==> config.mk <==
export PLATFORM = sky130hd
export DESIGN_NAME = pms_sequencer
export DESIGN_NICKNAME = d
export VERILOG_FILES = /design/src/rtl/pms_pkg.sv /design/src/rtl/pms_sequencer.sv
export VERILOG_INCLUDE_DIRS = /design/src /design/src/rtl
export SDC_FILE = /design/constraint.sdc
export NUM_CORES = 1
export LEC_CHECK = 0
export BUFFER_PORTS_ARGS = -buffer_cell sky130_fd_sc_hd__buf_2
export CORE_ASPECT_RATIO = 0.5
export CORE_MARGIN = 8
export CORE_UTILIZATION = 54
export CTS_CLUSTER_DIAMETER = 150
export CTS_CLUSTER_SIZE = 25
export DETAILED_ROUTE_END_ITERATION = 16
export PLACE_DENSITY = 0.85
export SYNTH_ARGS = -nofsm -noshare
export SYNTH_HDL_FRONTEND = slang
export SYNTH_SLANG_ARGS = --single-unit
==> constraint.sdc <==
create_clock -name pclk -period 4.6 [get_ports pclk]
set_input_delay 0.92 -clock pclk [delete_from_list [all_inputs] [get_ports pclk]]
set_output_delay 0.92 -clock pclk [all_outputs]
set_load 0.02 [all_outputs]
==> src/rtl/pms_map.svh <==
// register offsets, field positions, reset values and timings in ns
`ifndef PMS_MAP_SVH
`define PMS_MAP_SVH
`define PMS_OFF_CTRL       12'h000
`define PMS_OFF_STATUS     12'h004
`define PMS_OFF_IRQ_STAT   12'h008
`define PMS_OFF_IRQ_MASK   12'h00C
`define PMS_CTRL_RESET     32'h0000_0000
`define PMS_MASK_RESET     32'h0000_0000
`define PMS_CTRL_SLEEP     0
`define PMS_CTRL_STOP      1
`define PMS_CTRL_STANDBY   2
`define PMS_CTRL_LPREG     3
`define PMS_CTRL_DET_EN    4
`define PMS_CTRL_DET_FALL  5
`define PMS_CTRL_DET_RISE  6
`define PMS_CTRL_EXT_SEL   7
`define PMS_CTRL_FAIL_IE   8
`define PMS_IRQ_DET        0
`define PMS_IRQ_CLKFAIL    1
`define PMS_IRQ_WAKE       2
`define PMS_OSC_STABLE_NS  2000
`define PMS_CLK_NS         20
`endif

==> src/rtl/pms_pkg.sv <==
// types shared by the power mode sequencer
package pms_pkg;
    typedef enum logic [2:0] {
        PMS_RUN,
        PMS_SLEEP,
        PMS_STOP,
        PMS_WAKE_WAIT,
        PMS_STANDBY
    } pms_state_t;

    typedef enum logic [1:0] {
        PMS_REG_MAIN,
        PMS_REG_LOW,
        PMS_REG_OFF
    } pms_reg_mode_t;

    typedef enum logic [1:0] {
        PMS_BOOT_FLASH,
        PMS_BOOT_SYSMEM,
        PMS_BOOT_SRAM
    } pms_boot_t;

    // wake sources for stop mode
    typedef struct packed {
        logic [15:0] pin_lines;
        logic        detector;
        logic        rtc_alarm;
        logic        usb_wake;
    } pms_wake_lines_t;

    // domain control outputs
    typedef struct packed {
        logic          cpu_clk_en;
        logic          periph_clk_en;
        logic          core_clk_en;
        logic          pll_en;
        logic          fast_rc_en;
        logic          ext_osc_en;
        logic          core_power_on;
        pms_reg_mode_t reg_mode;
    } pms_domain_t;
endpackage : pms_pkg

==> src/rtl/pms_sequencer.sv <==
// power mode sequencer: run/sleep/stop/standby control with apb registers
// Overview of operation
// - sleep halts cpu only; any event wakes
// - stop gates core clocks, pll, oscillators
// - stop regulator normal or low per software
// - any external interrupt line leaves stop
// - standby switches regulator and core off
// - reset pin, watchdog, wake edge, alarm exit
// - rtc and watchdog keep running in low power
// - regulator main, low power, or off
// - regulator on after reset, off in standby
// - supply below threshold holds device reset
// - detector interrupt on fall, rise or both
// - reset selects internal fast rc clock
// - external clock failure falls back to rc
// - boot pins sampled at startup
//
// The APB slave port and the address map are this design's own decisions.
`include "pms_map.svh"
`timescale 1ns/1ps
`default_nettype none

module pms_sequencer #(
    parameter int OSC_WAIT = (`PMS_OSC_STABLE_NS + `PMS_CLK_NS - 1)
                             / `PMS_CLK_NS
) (
    input  wire logic                   pclk,
    input  wire logic                   presetn,
    input  wire logic                   psel,
    input  wire logic                   penable,
    input  wire logic                   pwrite,
    input  wire logic [11:0]            paddr,
    input  wire logic [31:0]            pwdata,
    output logic      [31:0]            prdata,
    output logic                        pready,
    output logic                        pslverr,
    input  wire logic                   supply_ok,
    input  wire logic                   supply_above_det,
    input  wire logic                   external_reset_pin_n,
    input  wire logic                   independent_watchdog_rst,
    input  wire logic                   wake_pin,
    input  wire pms_pkg::pms_wake_lines_t wake_lines,
    input  wire logic                   any_event,
    input  wire logic                   ext_osc_fail,
    input  wire logic                   osc_ready,
    input  wire logic [1:0]             boot_pins,
    output logic                        core_reset_n,
    output pms_pkg::pms_domain_t        domain,
    output logic                        always_on_en,
    output logic                        sys_clk_ext,
    output pms_pkg::pms_boot_t          boot_sel,
    output logic                        irq
);

    ////////////////////////////////////////////////////////////////////////
    // local decode and state
    localparam int WW = $clog2(OSC_WAIT + 1);

    pms_pkg::pms_state_t state_reg;      // power mode
    logic [31:0]         ctrl_reg;       // software control
    logic [2:0]          irq_stat_reg;   // sticky events
    logic [2:0]          irq_mask_reg;   // event enables
    logic [WW-1:0]       wait_reg;       // oscillator settle count
    logic                det_prev_reg;   // detector last level
    logic                wake_prev_reg;  // wake pin last level
    logic                boot_done_reg;  // boot pins captured
    logic                wr_en;          // apb write strobe
    logic                rd_en;          // apb read strobe
    logic                det_fall;       // supply dropped below
    logic                det_rise;       // supply rose above
    logic                det_evt;        // enabled detector event
    logic                clk_fail_evt;   // external clock failure
    logic                stop_wake;      // any stop wake line
    logic                standby_exit;   // any standby exit event
    logic [2:0]          evt;            // events this cycle

    // register address match
    function automatic logic hit(input logic [11:0] a, input logic [11:0] o);
        hit = (a == o);
    endfunction : hit

    assign wr_en  = psel & penable & pwrite;
    assign rd_en  = psel & penable & ~pwrite;
    assign pready = 1'b1;  // zero wait-state slave

    ////////////////////////////////////////////////////////////////////////
    // power-down detector reset: a low supply holds the core in reset
    assign core_reset_n = presetn & supply_ok;

    ////////////////////////////////////////////////////////////////////////
    // event detection
    assign det_fall = det_prev_reg & ~supply_above_det;
    assign det_rise = ~det_prev_reg & supply_above_det;
    // detector stays quiet until software enables it
    assign det_evt  = ctrl_reg[`PMS_CTRL_DET_EN] &
                      ((det_fall & ctrl_reg[`PMS_CTRL_DET_FALL]) |
                       (det_rise & ctrl_reg[`PMS_CTRL_DET_RISE]));
    assign clk_fail_evt = ctrl_reg[`PMS_CTRL_EXT_SEL] & ext_osc_fail;
    assign stop_wake = (|wake_lines.pin_lines) | wake_lines.detector |
                       wake_lines.rtc_alarm | wake_lines.usb_wake;
    assign standby_exit = ~external_reset_pin_n |
                          independent_watchdog_rst |
                          (wake_pin & ~wake_prev_reg) |
                          wake_lines.rtc_alarm;
    assign evt = {(state_reg == pms_pkg::PMS_WAKE_WAIT) &&
                  (wait_reg == '0), clk_fail_evt, det_evt};

    // edge history
    always_ff @(posedge pclk or negedge presetn)
    begin
        if (!presetn)
        begin
            det_prev_reg  <= 1'b1;
            wake_prev_reg <= 1'b0;
        end
        else
        begin
            det_prev_reg  <= supply_above_det;
            wake_prev_reg <= wake_pin;
        end
    end

    ////////////////////////////////////////////////////////////////////////
    // control register; mode request bits self-clear once taken
    always_ff @(posedge pclk or negedge presetn)
    begin
        if (!presetn)
            ctrl_reg <= `PMS_CTRL_RESET;
        else
        begin
            if (wr_en && hit(paddr, `PMS_OFF_CTRL))
                ctrl_reg <= pwdata;
            // standby powers the core off: control is lost, so the
            // wake-up starts again from the internal rc
            else if (state_reg == pms_pkg::PMS_STANDBY)
                ctrl_reg <= `PMS_CTRL_RESET;
            else if (state_reg != pms_pkg::PMS_RUN)
                ctrl_reg[`PMS_CTRL_STANDBY:`PMS_CTRL_SLEEP] <= 3'b000;
            // clock failure drops back to the internal rc
            if (clk_fail_evt)
                ctrl_reg[`PMS_CTRL_EXT_SEL] <= 1'b0;
        end
    end

    ////////////////////////////////////////////////////////////////////////
    // power mode state machine
    always_ff @(posedge pclk or negedge presetn)
    begin
        if (!presetn)
        begin
            state_reg <= pms_pkg::PMS_RUN;
            wait_reg  <= '0;
        end
        else
        begin
            unique case (state_reg)
                pms_pkg::PMS_RUN:
                begin
                    // standby takes priority over stop, stop over sleep
                    if (ctrl_reg[`PMS_CTRL_STANDBY])
                        state_reg <= pms_pkg::PMS_STANDBY;
                    else if (ctrl_reg[`PMS_CTRL_STOP])
                        state_reg <= pms_pkg::PMS_STOP;
                    else if (ctrl_reg[`PMS_CTRL_SLEEP])
                        state_reg <= pms_pkg::PMS_SLEEP;
                end
                pms_pkg::PMS_SLEEP:
                    if (any_event)
                        state_reg <= pms_pkg::PMS_RUN;
                pms_pkg::PMS_STOP:
                    if (stop_wake)
                    begin
                        state_reg <= pms_pkg::PMS_WAKE_WAIT;
                        wait_reg  <= WW'(OSC_WAIT);
                    end
                pms_pkg::PMS_WAKE_WAIT:
                begin
                    // clocks stay gated until the rc has settled
                    if (wait_reg != '0)
                        wait_reg <= wait_reg - WW'(1);
                    else if (osc_ready)
                        state_reg <= pms_pkg::PMS_RUN;
                end
                pms_pkg::PMS_STANDBY:
                    // exit behaves like a fresh start: back to run
                    if (standby_exit)
                        state_reg <= pms_pkg::PMS_RUN;
            endcase
        end
    end

    ////////////////////////////////////////////////////////////////////////
    // domain controls derived from the mode
    always_comb
    begin
        domain = '{cpu_clk_en: 1'b1, periph_clk_en: 1'b1, core_clk_en: 1'b1,
                   pll_en: 1'b1, fast_rc_en: 1'b1,
                   ext_osc_en: ctrl_reg[`PMS_CTRL_EXT_SEL],
                   core_power_on: 1'b1,
                   reg_mode: pms_pkg::PMS_REG_MAIN};
        unique case (state_reg)
            pms_pkg::PMS_RUN: ;
            pms_pkg::PMS_SLEEP:
                domain.cpu_clk_en = 1'b0;
            pms_pkg::PMS_STOP, pms_pkg::PMS_WAKE_WAIT:
            begin
                domain.cpu_clk_en    = 1'b0;
                domain.periph_clk_en = 1'b0;
                domain.core_clk_en   = 1'b0;
                domain.pll_en        = 1'b0;
                domain.ext_osc_en    = 1'b0;
                domain.fast_rc_en    = (state_reg == pms_pkg::PMS_WAKE_WAIT);
                domain.reg_mode = ctrl_reg[`PMS_CTRL_LPREG] ?
                                  pms_pkg::PMS_REG_LOW :
                                  pms_pkg::PMS_REG_MAIN;
            end
            pms_pkg::PMS_STANDBY:
            begin
                domain = '{default: 1'b0,
                           reg_mode: pms_pkg::PMS_REG_OFF};
            end
        endcase
    end

    // always-on parts never gated by mode
    assign always_on_en = 1'b1;
    assign sys_clk_ext  = ctrl_reg[`PMS_CTRL_EXT_SEL];

    ////////////////////////////////////////////////////////////////////////
    // boot pins captured on the first clock after reset release
    always_ff @(posedge pclk or negedge presetn)
    begin
        if (!presetn)
        begin
            boot_sel      <= pms_pkg::PMS_BOOT_FLASH;
            boot_done_reg <= 1'b0;
        end
        else if (!boot_done_reg)
        begin
            boot_done_reg <= 1'b1;
            unique case (boot_pins)
                2'b00, 2'b10: boot_sel <= pms_pkg::PMS_BOOT_FLASH;
                2'b01:        boot_sel <= pms_pkg::PMS_BOOT_SYSMEM;
                2'b11:        boot_sel <= pms_pkg::PMS_BOOT_SRAM;
            endcase
        end
    end

    ////////////////////////////////////////////////////////////////////////
    // interrupt status: set wins over the read clear
    always_ff @(posedge pclk or negedge presetn)
    begin
        if (!presetn)
            irq_stat_reg <= 3'b000;
        else if (rd_en && hit(paddr, `PMS_OFF_IRQ_STAT))
            // clear only what the setup cycle handed out, so an event
            // landing between setup and access is not lost
            irq_stat_reg <= (irq_stat_reg & ~prdata[2:0]) | evt;
        else
            irq_stat_reg <= irq_stat_reg | evt;
    end

    // interrupt mask; clock failure enable also lives in control
    always_ff @(posedge pclk or negedge presetn)
    begin
        if (!presetn)
            irq_mask_reg <= 3'(`PMS_MASK_RESET);
        else if (wr_en && hit(paddr, `PMS_OFF_IRQ_MASK))
            irq_mask_reg <= pwdata[2:0];
    end

    assign irq = |(irq_stat_reg & irq_mask_reg &
                   {1'b1, ctrl_reg[`PMS_CTRL_FAIL_IE], 1'b1});

    ////////////////////////////////////////////////////////////////////////
    // read data and error response
    always_ff @(posedge pclk or negedge presetn)
    begin
        if (!presetn)
            prdata <= 32'h0000_0000;
        else if (psel && !penable && !pwrite)
        begin
            if (hit(paddr, `PMS_OFF_CTRL))
                prdata <= ctrl_reg;
            else if (hit(paddr, `PMS_OFF_STATUS))
                prdata <= {27'h000_0000, boot_sel, state_reg};
            else if (hit(paddr, `PMS_OFF_IRQ_STAT))
                prdata <= {29'h0000_0000, irq_stat_reg};
            else if (hit(paddr, `PMS_OFF_IRQ_MASK))
                prdata <= {29'h0000_0000, irq_mask_reg};
            else
                prdata <= 32'h0000_0000;
        end
    end

    // unmapped addresses answer with an error
    assign pslverr = psel & penable &
                     ~(hit(paddr, `PMS_OFF_CTRL) |
                       hit(paddr, `PMS_OFF_STATUS) |
                       hit(paddr, `PMS_OFF_IRQ_STAT) |
                       hit(paddr, `PMS_OFF_IRQ_MASK));

endmodule : pms_sequencer
`default_nettype wire

==> impl_metrics.ini, run 1 <==
[logic_synthesis]
synth_area_leaders = dfrtp_1 (55%), nand2_1 (7.8%), a22o_1 (7.4%), nand3_1 (4.8%), mux2_2 (2.4%)
synth_xor_area_frac = 0.00231
yosys_register_bits = 85
synthSimpleGateAreaFrac = 0.224
ys_types = 51
ys.flop_type = dfrtp_1
syn-cell-area_um2 = 3790
yosysWarnings = 0
synth_top_area_cell = dfrtp_1
syn_avg_cell_area_um2 = 10.2
synth_fa_ha_area_frac = 0.00660
synth-async-reset-ratio = 1.00
synth.most_common_cell = dfrtp_1
synth_top_family_by_area = simple AND/OR/NAND/NOR gates
ys_seq_area_frac = 0.562
synth_top_cell_area_share = 0.555
synth.area.mux_share = 0.0294
synth_common_cells = dfrtp_1 (84), nand2_1 (79), nand3_1 (36)
synth_edf_count = 0
synth-compound-area-share = 0.139
synthCells = 373

[power]
p_sw_frac = 0.230
seq_power_share = 0.457
powerDensity_nw_per_um2 = 361
power.internal_mw = 1.33
combPwrFrac = 0.085
power.share.clock = 0.457
p_leak_nw = 2.57
p_switching_uw = 398
peakVddDrop_mv = 0.212
p_total_mw = 1.73

[routing]
met1_length_um = 3970
vias = 3288
viasPerCell = 5.61
dr_wl_met3_um = 686
top_layer = met4
drc = 0
wl_per_cell_um = 17.2
ant_nets = 0
wirelength_um = 10100
first_pass_iters = 4
routed-wl-met2_um = 5250
drt_iter0_drc = 189

[clock_network]
cts_resized = 0
insertion_delay_ps = 340
cts_tree = done
cts_root_buf = clkbuf_16
cts_setup_buffers = 0
clk_path_buf_depth = 2
cts_sinks = 85
cts.clk_slew.worst_paths_ps = 60
cts_buffers = 9
cts_htree_levels = 3
ctsHoldBuffers = 0

[die]
start_util = 0.563
die_w_um = 134
design.die.area_um2 = 10100
pin_count = 127
fp-row-count = 21
die_h_um = 75.2
core_area_um2 = 6730

[placement]
dp_slack_ps = 1310
io_buffers = 124
detailed_place_hpwl_um = 7170
place.gp.congestion = 0.816

[setup_path]
startpoint_type = input pin
path_class = in -> out
critPathArrivalTime_ps = 2420
ff2ff_path_depth = 5
crit_fanout = 8
crit_required_ps = 3680
crit_path_end_kind = primary output

[sta]
fmax_mhz = 299
setup_ws_ps = 1260
skew_ps = 5.97
rsz0062_at_grt = false
slew_violations = 0
fin_setup_tns_ps = 0
slew_headroom = 0.254
setup_viol = 0
finalCritPeriodShare = 0.727
hold_viol = 0
worstMarginPinSlew_ps = 1120
min_period_ps = 3340

[hold_path]
hp-class = in -> async

[cells_and_area]
post-route-util = 0.713
area_delta_synth_final_pct = 26.6
fillers = 537
fin_nets = 568
drive_gt1_frac = 0.329

[global_routing]
grt_pass1_wl_um = 16300
grt_util_all_layers = 0.205
grt_pass1_vias = 3345
grt_start_max_net_pins = 60
antenna_found_initial = 1
grt_overflow_total = 0

[run_status]
outcome = finished, final reports clean

[job]
max-cap-violations = 0
## path summary, 6_finish.rpt
| path | start | to | slack, ps |
|---|---|---|---|
| hold / removal | presetn | prdata[25]$_DFFE_PN0P_ | 490 |
| max in group asynchronous | presetn | ctrl_reg[28]$_DFFE_PN0P_ | 3060 |
| setup / recovery | paddr[1] | pslverr | 1260 |
| setup reg to reg | wait_reg[4]$_DFFE_PN0P_ | wait_reg[3]$_DFFE_PN0P_ | 2440 |
| hold reg to reg | ctrl_reg[27]$_DFFE_PN0P_ | ctrl_reg[27]$_DFFE_PN0P_ | 490 |
| min in group pclk | ctrl_reg[27]$_DFFE_PN0P_ | ctrl_reg[27]$_DFFE_PN0P_ | 490 |
## cells by family (layout without fill, tap and decap cells)
group | count (synthesis) | after routing
adder cells (fa/ha/maj) | 2 | 2
flip-flops | 85 | 85
other | 1 | 4
AND/OR/NAND/NOR | 176 | 176
AO/OA/AOI/OAI | 66 | 66
XOR/XNOR | 1 | 1
multiplexers | 10 | 10
buffers and inverters | 32 | 150
## metrics by stage
step                hold WS (ps)  cell area [um2]  instances
floorplan                    461             3800        375
global placement             468             4460        569
detailed placement           479             4460        569
CTS                          489             4790        585
global route                 501             4800        586
finish                       490             4800        586
## layer usage
layer  GRT usage  vias to the layer above
met1       0.226                     1605
met5           0                        -
met4      0.0740                        0
met2       0.373                      106
li1            -                     1560
met3      0.0666                       17
## critical path: stages
cell and delay (ps):
buf_2 100, nor4_1 510, nand3_1 420, and3_1 320, buf_2 150
## power by group through the flow
stage	combinational (mW)	sequential [mW]	clock, mW
5_1_grt	0.166	0.795	0.831
2_1_floorplan	0.0962	0.783	0
3_3_place_gp	0.144	0.803	0
3_5_place_dp	0.149	0.804	0
4_1_cts	0.150	0.791	0.807
6_report	0.148	0.792	0.792
## cell type report
| type | count | area, um2 | area share |
|---|---|---|---|
| clock inverter | 5 | 82.6 | 0.0172 |
| timing repair buffer | 129 | 661 | 0.138 |
| clock buffer | 11 | 253 | 0.0527 |
| multi-input combinational | 258 | 1540 | 0.320 |
| sequential | 85 | 2130 | 0.444 |
| tap | 92 | 115 | 0.0240 |
| inverter | 5 | 18.8 | 0.00391 |
| antenna | 1 | 2.50 | 0.000522 |
## cell usage in the layout (no fill, tap or decap), types with 5 or more instances in the layout
cell type / instances
buf_2: 123
dfrtp_1: 84
nand2_1: 79
nand3_1: 36
a22o_1: 32
nor2_1: 13
nor4_1: 9
nor3_1: 9
clkbuf_16: 9
mux2_2: 8
nand2b_1: 7
o21ai_0: 7
a22oi_1: 6
buf_4: 6
inv_1: 5
No activity file was read; power rests on OpenSTA's default activity.
==> run 2, diff against run 1 <==
- CORE_UTILIZATION: 54 -> 50
- PLACE_DENSITY: 0.85 -> 0.79
- clock period: 4.6 -> 3.1 ns (I/O delays scaled with it)
==> impl_metrics.ini, run 2 (same netlist as run 1, synthesis figures left out) <==
[die]
start_util = 0.516
die_w_um = 139
core_area_um2 = 7350
pin_count = 127
design.die.area_um2 = 10800
die_h_um = 77.6
fp-row-count = 22

[sta]
slew_violations = 0
setup_ws_ps = 412
min_period_ps = 2690
finalCritPeriodShare = 0.867
fin_setup_tns_ps = 0
rsz0062_at_grt = false
slew_headroom = 0.576
setup_viol = 0
skew_ps = 6.20
worstMarginPinSlew_ps = 631
hold_viol = 0
fmax_mhz = 372

[hold_path]
hp-class = in -> reg
worstHoldStart = supply_above_det
hold_end = det_prev_reg$_DFF_PN1_
hold_depth = 1

[setup_path]
reg2reg_to = wait_reg[3]$_DFFE_PN0P_
ff2ff_path_depth = 5
startpoint_type = input pin
crit_path_end_kind = primary output
crit_fanout = 8
path_class = in -> out
critPathArrivalTime_ps = 2070
reg2reg_from = wait_reg[4]$_DFFE_PN0P_
crit_required_ps = 2480
r2r_slack_ps = 960

[cells_and_area]
drive_gt1_frac = 0.332
final_cell_mix = buf_2 (123), dfrtp_1 (84), nand2_1 (79)
fin_nets = 572
n_antenna_cell = 0
area_delta_synth_final_pct = 26.6
instances_no_fill = 593
final_common_cell = buf_2
final_cell_area_um2 = 4800

[clock_network]
insertion_delay_ps = 330
cts_buffers = 9
clk_path_buf_depth = 2
cts_setup_buffers = 0
ctsHoldBuffers = 0
cts.clk_slew.worst_paths_ps = 60
cts_sinks = 85
cts_resized = 0
cts_tree = done
cts_htree_levels = 3
cts_root_buf = clkbuf_16

[global_routing]
antenna_found_initial = 0
grt_start_max_net_pins = 47
grt_pass1_wl_um = 16600
grt_pass1_vias = 3312
grt_util_all_layers = 0.190
grt_overflow_total = 0

[power]
p_total_mw = 2.42
peakVddDrop_mv = 0.394
power.share.clock = 0.419
p_leak_nw = 2.57
p_switching_uw = 591
combPwrFrac = 0.103
powerDensity_nw_per_um2 = 504
seq_power_share = 0.478
power.internal_mw = 1.83
p_sw_frac = 0.244

[routing]
drt_iter0_drc = 220
first_pass_iters = 4
vias = 3268
wirelength_um = 10100
viasPerCell = 5.51
ant_nets = 0
wl_per_cell_um = 17.0
drc = 0

[placement]
dp_slack_ps = 504
io_buffers = 124
dp.cells = 577
placed_area_um2 = 4510
detailed_place_hpwl_um = 7140
place.gp.congestion = 0.811

[job]
max-cap-violations = 0

[run_status]
outcome = finished, final reports clean
-- run 2: changes by cell type in the layout (fill, tap and decap cells not counted), sizes merged --
cell | previous run | this run
buf | 129 | 133
bufinv | 2 | 0
clkbuf | 11 | 12
clkinvlp | 0 | 1
diode | 1 | 0
-- run 2: worst max path at each step --
stage	endpoint	slack (ps)	start
2_1_floorplan	domain[6]	920	state_reg[0]$_DFFE_PN0P_
3_3_place_gp	pslverr	530	paddr[5]
3_5_place_dp	pslverr	500	paddr[1]
4_1_cts	pslverr	430	paddr[5]
5_1_grt	pslverr	320	paddr[5]
6_report	pslverr	410	paddr[5]
-- run 2: per-stage QoR --
| step | hold WS (ps) | utilization |
|---|---|---|
| final | 398 | 0.653 |
| after global routing | 382 | 0.653 |
| after CTS | 390 | 0.653 |
| after detailed placement | 476 | 0.613 |
| after global placement | 470 | 0.613 |
| after floorplan | 324 | - |
-- run 2: critical path, stage by stage --
cell and delay, ps:
buf_2 110, nor4_1 460, nand3_1 400, and3_1 330
buf_2 160
-- run 2: cell type report --
type                            instances  area [um2]
Fill cell                             609        2550
Tap cell                               96         120
Clock buffer                           12         256
Multi-Input combinational cell        258        1540
Inverter                                5        18.8
Clock inverter                          4        33.8
Sequential cell                        85        2130
Timing Repair Buffer                  133         703
-- run 2: metal layers --
metal	track usage	vias to the layer above	wire, um
li1	-	1563	-
met1	0.220	1584	4120
met2	0.336	111	5220
met3	0.0531	10	587
met4	0.0749	0	125
met5	0	-	0
-- run 2: power groups by stage --
| stage | clock network, mW | logic, mW | registers [mW] |
|---|---|---|---|
| 6_report | 1.01 | 0.249 | 1.16 |
| 4_1_cts | 1.03 | 0.251 | 1.16 |
| 3_5_place_dp | 0 | 0.249 | 1.18 |
| 2_1_floorplan | 0 | 0.143 | 1.16 |
| 5_1_grt | 1.09 | 0.273 | 1.16 |
| 3_3_place_gp | 0 | 0.244 | 1.17 |
